**src/design/ebdd_pkg.sv**
```systemverilog
// ebdd_pkg: constants and carrier types of the descriptor engine
// assumes 32-bit memory words and descriptors on word boundaries
package ebdd_pkg;

    // descriptor layout: four words, byte offsets from the base
    localparam logic [31:0] DESC_NEXT_OFS = 32'h0;
    localparam logic [31:0] DESC_BUF_OFS = 32'h4;
    localparam logic [31:0] DESC_LEN_OFS = 32'h8;
    localparam logic [31:0] DESC_FLAGS_OFS = 32'hC;
    localparam logic [31:0] NULL_PTR = 32'h0;

    // flag word bits
    localparam logic [31:0] PACKET_FIRST_FLAG = 32'h8000_0000;
    localparam logic [31:0] PACKET_LAST_FLAG = 32'h4000_0000;
    localparam logic [31:0] HW_OWNS_FLAG = 32'h2000_0000;
    localparam logic [31:0] QUEUE_END_FLAG = 32'h1000_0000;
    localparam logic [31:0] TEARDOWN_DONE_FLAG = 32'h0800_0000;
    localparam logic [31:0] FCS_PASSTHROUGH_FLAG = 32'h0400_0000;

    // status: jabber, oversize, fragment, undersized, control,
    // overrun, symbol, alignment, fcs, address miss (bit 9 down to 0)
    localparam int STATUS_LSB = 16;
    localparam logic [9:0] KEEP_GATED_ERRORS = 10'h38E;
    localparam logic [9:0] OVERRUN_MASK = 10'h010;
    localparam logic [15:0] FCS_BYTES = 16'h4;
    localparam logic [3:0] BYTE_LANE0 = 4'h1;
    localparam logic [3:0] WORD_LANES = 4'hF;

    // register map
    localparam logic [7:0] REG_CTRL = 8'h00;
    localparam logic [7:0] REG_RX_HEAD = 8'h04;
    localparam logic [7:0] REG_TX_HEAD = 8'h08;
    localparam logic [7:0] REG_CMD = 8'h0C;
    localparam logic [7:0] REG_STATUS = 8'h10;
    localparam int CTRL_KEEP_ERR_BIT = 16;
    localparam int CMD_RX_TD_BIT = 0;
    localparam int CMD_TX_TD_BIT = 1;

    typedef struct packed {
        logic rd;
        logic wr;
        logic [31:0] addr;
        logic [31:0] wdata;
        logic [3:0] be;
    } ebdd_mem_t;

    typedef struct packed {
        logic rx_td;
        logic tx_td;
        logic rx_head_wr;
        logic tx_head_wr;
        logic [31:0] head;
        logic [15:0] offset;
        logic keep_err;
    } ebdd_ctl_t;

    typedef struct packed {
        logic rx_halt;
        logic tx_halt;
        logic rx_td_pend;
        logic tx_td_pend;
    } ebdd_sts_t;

    typedef enum logic [4:0] {
        S_IDLE, S_WAIT,
        S_RX_GOT_BUF, S_RX_GOT_LEN, S_RX_DATA, S_RX_DRAIN, S_RX_NEXT,
        S_RX_GOT_NEXT, S_RX_WR_LEN, S_RX_WR_FLAGS, S_RX_WR_SOP, S_RX_ADV,
        S_TX_GOT_FLAGS, S_TX_GOT_BUF, S_TX_WAIT, S_TX_GOT_NEXT
    } ebdd_state_t;

endpackage : ebdd_pkg

```
**src/design/ebdd_engine.sv**
```systemverilog
// ebdd_engine: walks transmit and receive descriptor lists in memory
// assumes a memory port that never stalls and answers reads one cycle
// after the read strobe; the receive stream comes from MAC logic on
// the same clock
`timescale 1ns/100ps
`default_nettype none

// Operation
// - tx abort sets teardown flag on SOP
// - only first unsent packet flagged, then stop
// - passthrough set: no FCS, length includes it
// - passthrough clear: append 4-byte FCS
// - descriptor is four aligned 32-bit words
// - null next ends queue; next never written
// - follow new link, else halt on null
// - nonzero offset shifts data, recorded in field
// - offset applies to first buffer only
// - buffer length rewritten with bytes stored
// - packet length written on SOP descriptor
// - set first and last packet flags
// - ownership cleared on SOP after last
// - last buffer at null next: queue end, halt
// - rx passthrough flag when FCS stored
// - rx teardown flags first free buffer
// - fcs, alignment, symbol, fragment, oversize, jabber flags only when errors kept
module ebdd_engine
    import ebdd_pkg::*;
(
    // clock and reset
    input wire logic I_CLOCK,
    input wire logic I_SYS_RST,
    // register port
    input wire logic [7:0] I_REG_ADDR,
    input wire logic [31:0] I_REG_WDATA,
    input wire logic I_REG_WR,
    input wire logic I_REG_RD,
    output logic [31:0] O_REG_RDATA,
    // memory master
    output var ebdd_mem_t O_MEM,
    input wire logic [31:0] I_MEM_RDATA,
    // receive byte stream
    input wire logic I_RX_VALID,
    input wire logic [7:0] I_RX_DATA,
    input wire logic I_RX_LAST,
    input wire logic [9:0] I_RX_STATUS,
    input wire logic I_RX_FCS_KEPT,
    output logic O_RX_READY,
    // transmit packet hand-off
    output logic O_TX_START,
    output logic O_TX_FCS_APPEND,
    output logic [31:0] O_TX_BUF_PTR,
    output logic [15:0] O_TX_LEN,
    input wire logic I_TX_DONE
);

    ebdd_ctl_t ctl;
    ebdd_sts_t sts;

    ebdd_regs u_regs (
        .i_clk(I_CLOCK),
        .i_rst(I_SYS_RST),
        .i_addr(I_REG_ADDR),
        .i_wdata(I_REG_WDATA),
        .i_wr(I_REG_WR),
        .i_rd(I_REG_RD),
        .o_rdata(O_REG_RDATA),
        .i_sts(sts),
        .o_ctl(ctl)
    );

    ////////////////////////////////////////////////////////////////////
    // state

    ebdd_state_t st_q, st_d, ret_q, ret_d;
    ebdd_mem_t mem_q, mem_d;
    logic rdy_q, rdy_d;
    logic [31:0] rx_head_q, rx_head_d, sop_q, sop_d, buf_q, buf_d, nxt_q, nxt_d;
    logic [15:0] blen_q, blen_d, off_q, off_d, cnt_q, cnt_d, pkt_q, pkt_d;
    logic first_q, first_d, last_q, last_d, ovr_q, ovr_d, fcs_q, fcs_d;
    logic [9:0] stat_q, stat_d;
    logic rx_halt_q, rx_halt_d, rx_td_q, rx_td_d, tx_td_q, tx_td_d;
    logic [31:0] tx_head_q, tx_head_d, txf_q, txf_d;
    logic tx_halt_q, tx_halt_d;
    logic start_q, start_d, app_q, app_d;
    logic [31:0] txbuf_q, txbuf_d;
    logic [15:0] txlen_q, txlen_d;
    logic rx_td_clr, tx_td_clr, acc;
    logic [31:0] baddr;
    logic [9:0] stat_eff;

    function automatic ebdd_mem_t mem_read(input logic [31:0] a);
        ebdd_mem_t m;
        m = '0;
        m.rd = 1'b1;
        m.addr = a;
        return m;
    endfunction : mem_read

    function automatic ebdd_mem_t mem_write(input logic [31:0] a,
                                            input logic [31:0] d);
        ebdd_mem_t m;
        m = '0;
        m.wr = 1'b1;
        m.addr = a;
        m.wdata = d;
        m.be = WORD_LANES;
        return m;
    endfunction : mem_write

    assign acc = I_RX_VALID && rdy_q;
    assign baddr = buf_q + {16'h0, off_q} + {16'h0, cnt_q};
    // errors of discarded classes never reach the descriptor
    assign stat_eff = (ctl.keep_err ? stat_q : (stat_q & ~KEEP_GATED_ERRORS))
                    | (ovr_q ? OVERRUN_MASK : 10'h0);
    assign sts = '{rx_halt: rx_halt_q, tx_halt: tx_halt_q,
                   rx_td_pend: rx_td_q, tx_td_pend: tx_td_q};

    ////////////////////////////////////////////////////////////////////
    // descriptor engine

    always_comb
    begin
        st_d = st_q;
        ret_d = ret_q;
        mem_d = '0;
        rx_head_d = rx_head_q;
        sop_d = sop_q;
        buf_d = buf_q;
        nxt_d = nxt_q;
        blen_d = blen_q;
        off_d = off_q;
        cnt_d = cnt_q;
        pkt_d = pkt_q;
        first_d = first_q;
        last_d = last_q;
        ovr_d = ovr_q;
        fcs_d = fcs_q;
        stat_d = stat_q;
        rx_halt_d = rx_halt_q;
        tx_head_d = tx_head_q;
        tx_halt_d = tx_halt_q;
        txf_d = txf_q;
        start_d = 1'b0;
        app_d = app_q;
        txbuf_d = txbuf_q;
        txlen_d = txlen_q;
        rx_td_clr = 1'b0;
        tx_td_clr = 1'b0;
        // a head write restarts a halted channel
        if (ctl.rx_head_wr)
        begin
            rx_head_d = ctl.head;
            rx_halt_d = 1'b0;
        end
        if (ctl.tx_head_wr)
        begin
            tx_head_d = ctl.head;
            tx_halt_d = 1'b0;
        end
        unique case (st_q)
            S_IDLE:
            begin
                if (rx_td_q)
                begin
                    rx_td_clr = 1'b1;
                    rx_halt_d = 1'b1;
                    if (!rx_halt_q && rx_head_q != NULL_PTR)
                        mem_d = mem_write(rx_head_q + DESC_FLAGS_OFS,
                                          TEARDOWN_DONE_FLAG);
                end
                else if (I_RX_VALID && !rx_halt_q && rx_head_q != NULL_PTR)
                begin
                    sop_d = rx_head_q;
                    first_d = 1'b1;
                    last_d = 1'b0;
                    ovr_d = 1'b0;
                    pkt_d = '0;
                    mem_d = mem_read(rx_head_q + DESC_BUF_OFS);
                    ret_d = S_RX_GOT_BUF;
                    st_d = S_WAIT;
                end
                else if (tx_td_q && (tx_halt_q || tx_head_q == NULL_PTR))
                begin
                    tx_td_clr = 1'b1;
                    tx_halt_d = 1'b1;
                end
                else if (!tx_halt_q && tx_head_q != NULL_PTR)
                begin
                    mem_d = mem_read(tx_head_q + DESC_FLAGS_OFS);
                    ret_d = S_TX_GOT_FLAGS;
                    st_d = S_WAIT;
                end
            end
            S_WAIT:
                st_d = ret_q;
            S_RX_GOT_BUF:
            begin
                buf_d = I_MEM_RDATA;
                mem_d = mem_read(rx_head_q + DESC_LEN_OFS);
                ret_d = S_RX_GOT_LEN;
                st_d = S_WAIT;
            end
            S_RX_GOT_LEN:
            begin
                blen_d = I_MEM_RDATA[15:0];
                off_d = first_q ? ctl.offset : 16'h0;
                cnt_d = '0;
                st_d = S_RX_DATA;
            end
            S_RX_DATA:
            begin
                if (acc)
                begin
                    mem_d.wr = 1'b1;
                    mem_d.addr = {baddr[31:2], 2'b00};
                    mem_d.be = BYTE_LANE0 << baddr[1:0];
                    mem_d.wdata = {4{I_RX_DATA}};
                    cnt_d = cnt_q + 16'h1;
                    pkt_d = pkt_q + 16'h1;
                    if (I_RX_LAST)
                    begin
                        last_d = 1'b1;
                        stat_d = I_RX_STATUS;
                        fcs_d = I_RX_FCS_KEPT;
                        st_d = S_RX_NEXT;
                    end
                    else if ({16'h0, off_q} + {16'h0, cnt_q} + 32'h1
                             >= {16'h0, blen_q})
                        st_d = S_RX_NEXT;
                end
            end
            S_RX_DRAIN:
            begin
                // no buffer left: bytes are discarded up to the frame end
                if (acc && I_RX_LAST)
                begin
                    last_d = 1'b1;
                    stat_d = I_RX_STATUS;
                    fcs_d = I_RX_FCS_KEPT;
                    st_d = S_RX_WR_LEN;
                end
            end
            S_RX_NEXT:
            begin
                // read late so a freshly appended link is still seen
                mem_d = mem_read(rx_head_q + DESC_NEXT_OFS);
                ret_d = S_RX_GOT_NEXT;
                st_d = S_WAIT;
            end
            S_RX_GOT_NEXT:
            begin
                nxt_d = I_MEM_RDATA;
                if (!last_q && I_MEM_RDATA == NULL_PTR)
                begin
                    ovr_d = 1'b1;
                    st_d = S_RX_DRAIN;
                end
                else
                    st_d = S_RX_WR_LEN;
            end
            S_RX_WR_LEN:
            begin
                mem_d = mem_write(rx_head_q + DESC_LEN_OFS,
                                  {off_q, cnt_q});
                st_d = S_RX_WR_FLAGS;
            end
            S_RX_WR_FLAGS:
            begin
                // the first buffer's flag word waits so ownership goes last
                if (!first_q)
                    mem_d = mem_write(rx_head_q + DESC_FLAGS_OFS,
                        (last_q ? PACKET_LAST_FLAG : 32'h0)
                        | ((last_q && nxt_q == NULL_PTR) ? QUEUE_END_FLAG
                                                         : 32'h0));
                st_d = last_q ? S_RX_WR_SOP : S_RX_ADV;
            end
            S_RX_WR_SOP:
            begin
                mem_d = mem_write(sop_q + DESC_FLAGS_OFS,
                    PACKET_FIRST_FLAG
                    | (first_q ? PACKET_LAST_FLAG : 32'h0)
                    | ((first_q && nxt_q == NULL_PTR) ? QUEUE_END_FLAG : 32'h0)
                    | (fcs_q ? FCS_PASSTHROUGH_FLAG : 32'h0)
                    | {6'h0, stat_eff, pkt_q});
                st_d = S_RX_ADV;
            end
            S_RX_ADV:
            begin
                rx_head_d = nxt_q;
                if (nxt_q == NULL_PTR)
                    rx_halt_d = 1'b1;
                if (last_q)
                    st_d = S_IDLE;
                else
                begin
                    first_d = 1'b0;
                    mem_d = mem_read(nxt_q + DESC_BUF_OFS);
                    ret_d = S_RX_GOT_BUF;
                    st_d = S_WAIT;
                end
            end
            S_TX_GOT_FLAGS:
            begin
                txf_d = I_MEM_RDATA;
                if (tx_td_q)
                begin
                    mem_d = mem_write(tx_head_q + DESC_FLAGS_OFS,
                                      I_MEM_RDATA | TEARDOWN_DONE_FLAG);
                    tx_td_clr = 1'b1;
                    tx_halt_d = 1'b1;
                    st_d = S_IDLE;
                end
                else if ((I_MEM_RDATA & HW_OWNS_FLAG) == 32'h0)
                begin
                    tx_halt_d = 1'b1;
                    st_d = S_IDLE;
                end
                else
                begin
                    mem_d = mem_read(tx_head_q + DESC_BUF_OFS);
                    ret_d = S_TX_GOT_BUF;
                    st_d = S_WAIT;
                end
            end
            S_TX_GOT_BUF:
            begin
                txbuf_d = I_MEM_RDATA;
                start_d = 1'b1;
                app_d = (txf_q & FCS_PASSTHROUGH_FLAG) == 32'h0;
                txlen_d = txf_q[15:0] + (app_d ? FCS_BYTES : 16'h0);
                st_d = S_TX_WAIT;
            end
            S_TX_WAIT:
            begin
                if (I_TX_DONE)
                begin
                    mem_d = mem_read(tx_head_q + DESC_NEXT_OFS);
                    ret_d = S_TX_GOT_NEXT;
                    st_d = S_WAIT;
                end
            end
            S_TX_GOT_NEXT:
            begin
                mem_d = mem_write(tx_head_q + DESC_FLAGS_OFS,
                    (txf_q & ~HW_OWNS_FLAG)
                    | ((I_MEM_RDATA == NULL_PTR) ? QUEUE_END_FLAG : 32'h0));
                tx_head_d = I_MEM_RDATA;
                if (I_MEM_RDATA == NULL_PTR)
                    tx_halt_d = 1'b1;
                st_d = S_IDLE;
            end
        endcase
        // a command landing with its own clear is kept
        rx_td_d = (rx_td_q && !rx_td_clr) || ctl.rx_td;
        tx_td_d = (tx_td_q && !tx_td_clr) || ctl.tx_td;
        rdy_d = st_d == S_RX_DRAIN || (st_d == S_RX_DATA && st_q != S_RX_DATA)
              || (st_q == S_RX_DATA && st_d == S_RX_DATA);
    end

    always_ff @(posedge I_CLOCK)
    begin
        if (I_SYS_RST)
        begin
            st_q <= S_IDLE;
            ret_q <= S_IDLE;
            mem_q <= '0;
            rdy_q <= 1'b0;
            {rx_head_q, sop_q, buf_q, nxt_q} <= '0;
            {blen_q, off_q, cnt_q, pkt_q} <= '0;
            {first_q, last_q, ovr_q, fcs_q, stat_q} <= '0;
            {rx_halt_q, rx_td_q, tx_td_q, tx_halt_q} <= '0;
            {tx_head_q, txf_q, txbuf_q, txlen_q} <= '0;
            {start_q, app_q} <= '0;
        end
        else
        begin
            st_q <= st_d;
            ret_q <= ret_d;
            mem_q <= mem_d;
            rdy_q <= rdy_d;
            {rx_head_q, sop_q, buf_q, nxt_q} <= {rx_head_d, sop_d, buf_d, nxt_d};
            {blen_q, off_q, cnt_q, pkt_q} <= {blen_d, off_d, cnt_d, pkt_d};
            {first_q, last_q, ovr_q, fcs_q, stat_q} <=
                {first_d, last_d, ovr_d, fcs_d, stat_d};
            {rx_halt_q, rx_td_q, tx_td_q, tx_halt_q} <=
                {rx_halt_d, rx_td_d, tx_td_d, tx_halt_d};
            {tx_head_q, txf_q, txbuf_q, txlen_q} <=
                {tx_head_d, txf_d, txbuf_d, txlen_d};
            {start_q, app_q} <= {start_d, app_d};
        end
    end

    assign O_MEM = mem_q;
    assign O_RX_READY = rdy_q;
    assign O_TX_START = start_q;
    assign O_TX_FCS_APPEND = app_q;
    assign O_TX_BUF_PTR = txbuf_q;
    assign O_TX_LEN = txlen_q;
endmodule : ebdd_engine

`default_nettype wire

```
**src/design/ebdd_regs.sv**
```systemverilog
// ebdd_regs: software register port of the descriptor engine
// assumes one-cycle strobes and read data expected the cycle after
`timescale 1ns/100ps
`default_nettype none

module ebdd_regs
    import ebdd_pkg::*;
(
    // clock and reset
    input wire logic i_clk,
    input wire logic i_rst,
    // register port
    input wire logic [7:0] i_addr,
    input wire logic [31:0] i_wdata,
    input wire logic i_wr,
    input wire logic i_rd,
    output logic [31:0] o_rdata,
    // engine side
    input wire ebdd_sts_t i_sts,
    output ebdd_ctl_t o_ctl
);

    logic [16:0] ctrl_q;
    logic [16:0] ctrl_d;
    logic [31:0] rdata_q;
    logic [31:0] rdata_d;

    always_comb
    begin
        ctrl_d = ctrl_q;
        rdata_d = '0;
        if (i_wr && i_addr == REG_CTRL)
            ctrl_d = i_wdata[16:0];
        // unmapped and write-only offsets read as zero
        if (i_rd)
        begin
            unique case (i_addr)
                REG_CTRL: rdata_d = {15'h0, ctrl_q};
                REG_STATUS: rdata_d = {28'h0, i_sts};
                default: rdata_d = '0;
            endcase
        end
        o_ctl.offset = ctrl_q[15:0];
        o_ctl.keep_err = ctrl_q[CTRL_KEEP_ERR_BIT];
        o_ctl.head = i_wdata;
        o_ctl.rx_head_wr = i_wr && i_addr == REG_RX_HEAD;
        o_ctl.tx_head_wr = i_wr && i_addr == REG_TX_HEAD;
        o_ctl.rx_td = i_wr && i_addr == REG_CMD && i_wdata[CMD_RX_TD_BIT];
        o_ctl.tx_td = i_wr && i_addr == REG_CMD && i_wdata[CMD_TX_TD_BIT];
    end

    always_ff @(posedge i_clk)
    begin
        if (i_rst)
        begin
            ctrl_q <= '0;
            rdata_q <= '0;
        end
        else
        begin
            ctrl_q <= ctrl_d;
            rdata_q <= rdata_d;
        end
    end

    assign o_rdata = rdata_q;

endmodule : ebdd_regs

`default_nettype wire

```
**config.mk**
```make
export PLATFORM = sky130hd
export DESIGN_NAME = ebdd_engine
export DESIGN_NICKNAME = d
export VERILOG_FILES = /design/src/design/ebdd_pkg.sv /design/src/design/ebdd_engine.sv /design/src/design/ebdd_regs.sv
export SDC_FILE = /design/constraint.sdc
export NUM_CORES = 1
export LEC_CHECK = 0
export CAP_MARGIN = 30
export CELL_PAD_IN_SITES_DETAIL_PLACEMENT = 2
export CELL_PAD_IN_SITES_GLOBAL_PLACEMENT = 2
export CORE_MARGIN = 8
export CORE_UTILIZATION = 30
export CTS_BUF_LIST = sky130_fd_sc_hd__clkbuf_4
export CTS_CLUSTER_SIZE = 24
export DETAILED_ROUTE_END_ITERATION = 16
export DONT_BUFFER_PORTS = 1
export PLACE_DENSITY = 0.76
export SYNTH_ARGS = -nofsm -noshare
export SYNTH_HDL_FRONTEND = slang
export SYNTH_SLANG_ARGS = --single-unit
```
**constraint.sdc**
```tcl
create_clock -name I_CLOCK -period 4.6 [get_ports I_CLOCK]
set_input_delay 0.69 -clock I_CLOCK [delete_from_list [all_inputs] [get_ports I_CLOCK]]
set_output_delay 0.69 -clock I_CLOCK [all_outputs]
set_load 0.05 [all_outputs]
```
==> results.sh <==
export IMPL_outcome="finished, final reports clean"
export IMPL_synth_top_area_share_pct=34.2
export IMPL_dpl_cell_area_um2=26600
export IMPL_setup_tns_final_ps=0
export IMPL_num_rows=107
export IMPL_setup_viol=0
export IMPL_p_leak_nw=10.2
export IMPL_worstPathArrival_ps=5360
export IMPL_endpoint="O_MEM[67]"
export IMPL_fin_worst_skew_ps=159
export IMPL_yosysTopAreaCell="dfxtp_1"
export IMPL_fmax_ghz=0.226
export IMPL_ir_worst_vdd_uv=244
export IMPL_sw_frac_of_total_pct=35.7
export IMPL_cts_htree_levels=3
export IMPL_r2r_worst_path_cells=11
export IMPL_synthTopCellsByArea="dfxtp_1, nand2_1, a21oi_1"
export IMPL_syn_area_um2=25500
export IMPL_ys_ff_latch=437
export IMPL_fin_crit_ps=4430
export IMPL_first_pass_iters=7
export IMPL_drive_gt1_share_pct=9.80
export IMPL_coreArea_um2=84700
export IMPL_cts_sinks=437
export IMPL_dpl_hpwl_um=100000
export IMPL_via_count=28903
export IMPL_avgSynthCellArea_um2=7.60
export IMPL_drt_iter0_markers=2681
export IMPL_grt_pass1_vias=30627
export IMPL_grt_pass1_wl_um=218000
export IMPL_rsz0062_at_grt="false"
export IMPL_crit_type="flop to flop"
export IMPL_pwr_share_clk_pct=40.3
export IMPL_tightest_slew_ps=1310
export IMPL_area_delta_synth_final_pct=17.0
export IMPL_synth_distinct_cells=96
export IMPL_relSlewSlack_pct=12.3
export IMPL_worstPathMaxFanout=7
export IMPL_start_util_pct=30.1
export IMPL_ant_nets=0
export IMPL_finalHoldViolations=0
export IMPL_clkTransAtPathRegs_ps=90
export IMPL_die_y_um=308
export IMPL_critPathLaunch="cnt_q[4]"
export IMPL_io_buffers=0
export IMPL_clkLatencyLatePin_ps=1070
export IMPL_grt_start_max_net_pins=258
export IMPL_timing_hold_ws_ps=103
export IMPL_async_flop_share_pct=0
export IMPL_cts_inserted_buffers=121
export IMPL_wl_per_cell_um=32.0
export IMPL_power_total_mw=9.61
export IMPL_ys_flop_type="dfxtp_1"
export IMPL_antenna_found_initial=14
export IMPL_routed_via_density=6.11
export IMPL_seqPwrFrac_pct=42.9
export IMPL_place_gp_congestion=0.944
export IMPL_fp_dieW_um=308
export IMPL_cts_tree="built"
export IMPL_nets=3661
export IMPL_power_density_nw_per_um2=322
export IMPL_cts_resized=0
export IMPL_synthTopCellsByCount="nand2_1, dfxtp_1, a21oi_1, nor2_1, clkbuf_1"
export IMPL_yosysWarnings=0
export IMPL_io_pins=251
export IMPL_track_usage_pct=30.7
export IMPL_power_frac_comb_pct=16.8
export IMPL_synth_most_common_cell="nand2_1"
export IMPL_cts_root_buf="clkbuf_4"
export IMPL_worstReg2RegStart="cnt_q[4]"
export IMPL_p_int_mw=6.18
export IMPL_fin_area_um2=29900
export IMPL_post_route_util_pct=35.3
export IMPL_syn_inst=3362
export IMPL_startpoint_type="flop"
export IMPL_die_area_um2=94700
export IMPL_r2r_end="O_MEM[67]"
export IMPL_endpoint_kind="flop"
export IMPL_timing_final_crit_share_pct=96.3
export IMPL_cts_buffer_depth=3
export IMPL_p_sw_mw=3.43
export IMPL_ctsHoldBuffers=168
export IMPL_finalMaxSlewViolations=0
export IMPL_totalWireLength_um=151000
export IMPL_post_cts_buffers=0
export IMPL_n_fill_cell=9699
export IMPL_hold_path_class="input port to flop"
export IMPL_post_route_drc_count=0
export IMPL_grt_overflow=0
export IMPL_regToRegSetupSlack_ps=170
export IMPL_worstPathRequired_ps=5530
export IMPL_cap_violations=0
export IMPL_ys_seq_area_share_pct=34.2
export IMPL_synth_edf_count=0
## placed cells by master (no fill, tap or decap), drive strengths merged, types with 11 or more instances in the layout
master | synthesis | routed
o221ai | 12 | 12
nor2 | 299 | 299
o21ai | 109 | 109
nand4 | 67 | 67
o31ai | 15 | 15
mux2i | 70 | 70
a21oi | 319 | 319
ha | 63 | 63
or3 | 26 | 26
clkbuf | 186 | 175
dlygate4sd3 | 0 | 167
diode | 0 | 18
xnor2 | 99 | 99
a31oi | 61 | 61
inv | 60 | 63
and3 | 37 | 37
nand2b | 11 | 11
and2 | 23 | 23
o211ai | 16 | 16
nor2b | 18 | 18
a221oi | 18 | 18
and4 | 17 | 17
buf | 97 | 99
o22ai | 32 | 32
o21a | 13 | 13
conb | 1 | 15
clkinv | 0 | 32
xor2 | 76 | 76
fa | 18 | 18
a22oi | 54 | 54
nor3 | 68 | 68
nand3 | 100 | 100
dfxtp | 437 | 437
a311oi | 33 | 33
a211oi | 71 | 71
nand2 | 638 | 638
nor4 | 55 | 55
## worst min path at each step
stage | startpoint | endpoint | slack (ps) | cells past startpoint
global route | I_MEM_RDATA[14] | O_MEM[18] | 80 | 2
floorplan | ovr_q | ovr_q | 430 | 2
global placement | txf_q[28] | txf_q[28] | 440 | 2
detailed placement | blen_q[7] | blen_q[7] | 450 | 2
finish | I_MEM_RDATA[14] | O_MEM[18] | 100 | 2
CTS | I_SYS_RST | O_MEM[50] | 9 | 3
## state kept, by name (all words and copies together), names as in the netlist, 17 cells and up
name	count
u_regs.ctrl_q	17
O_TX_BUF_PTR	32
u_regs.o_rdata	17
sop_q	32
txf_q	31
rx_head_q	32
O_MEM	70
tx_head_q	32
nxt_q	32
buf_q	32
## cell families after synthesis
family | share of synthesized area, %
and+or+nand+nor | 25.5
DFF | 34.2
adders and majority gates | 4.54
xor gates and xnor gates | 6.00
buffers and inverters | 5.67
other | 0.0147
AOI/OAI and AO/OA | 21.3
muxes | 2.79
## per-stage QoR
stage          setup slack (ps)  instances
2_1_floorplan              1050       3376
3_3_place_gp                653       4332
3_5_place_dp                513       4335
4_1_cts                     447       4714
5_1_grt                     149       4719
6_report                    170       4732
## worst max-delay path, stage by stage, from the launching register on
cell and delay, ps:
dfxtp_1 470, fa_1 470, ha_1 390, o21ai_0 150
o21ai_0 480, a2111oi_0 270, buf_4 210, o31ai_2 880
nor3b_1 360, xor2_1 230, nand2_1 110, a31oi_1 290
## metal layers
metal	part of all wire, %	up-vias	global-route usage (%)
li1	-	12263	-
met1	38	14548	35.5
met2	46	1564	50.3
met3	8.5	524	7.77
met4	7.2	4	19.7
met5	0.022	-	0.258
## cell type report
| class | count | area, um2 | share of cell area [%] |
|---|---|---|---|
| clock buffer | 175 | 1310 | 4.40 |
| timing repair buffer | 266 | 2430 | 8.14 |
| tap | 1144 | 1430 | 4.79 |
| sequential | 437 | 8750 | 29.3 |
| clock inverter | 36 | 220 | 0.737 |
| multi-input combinational | 2596 | 15500 | 51.8 |
| inverter | 60 | 225 | 0.754 |
| antenna | 18 | 45.0 | 0.151 |
## power groups by stage
stage | registers (mW) | logic (mW) | clock network (mW)
finish | 4.12 | 1.62 | 3.88
global route | 4.13 | 1.68 | 4.08
CTS | 4.11 | 1.54 | 3.83
detailed placement | 4.19 | 1.29 | 0
global placement | 4.19 | 1.25 | 0
floorplan | 4.11 | 0.895 | 0
No activity file was read; power rests on OpenSTA's default activity.
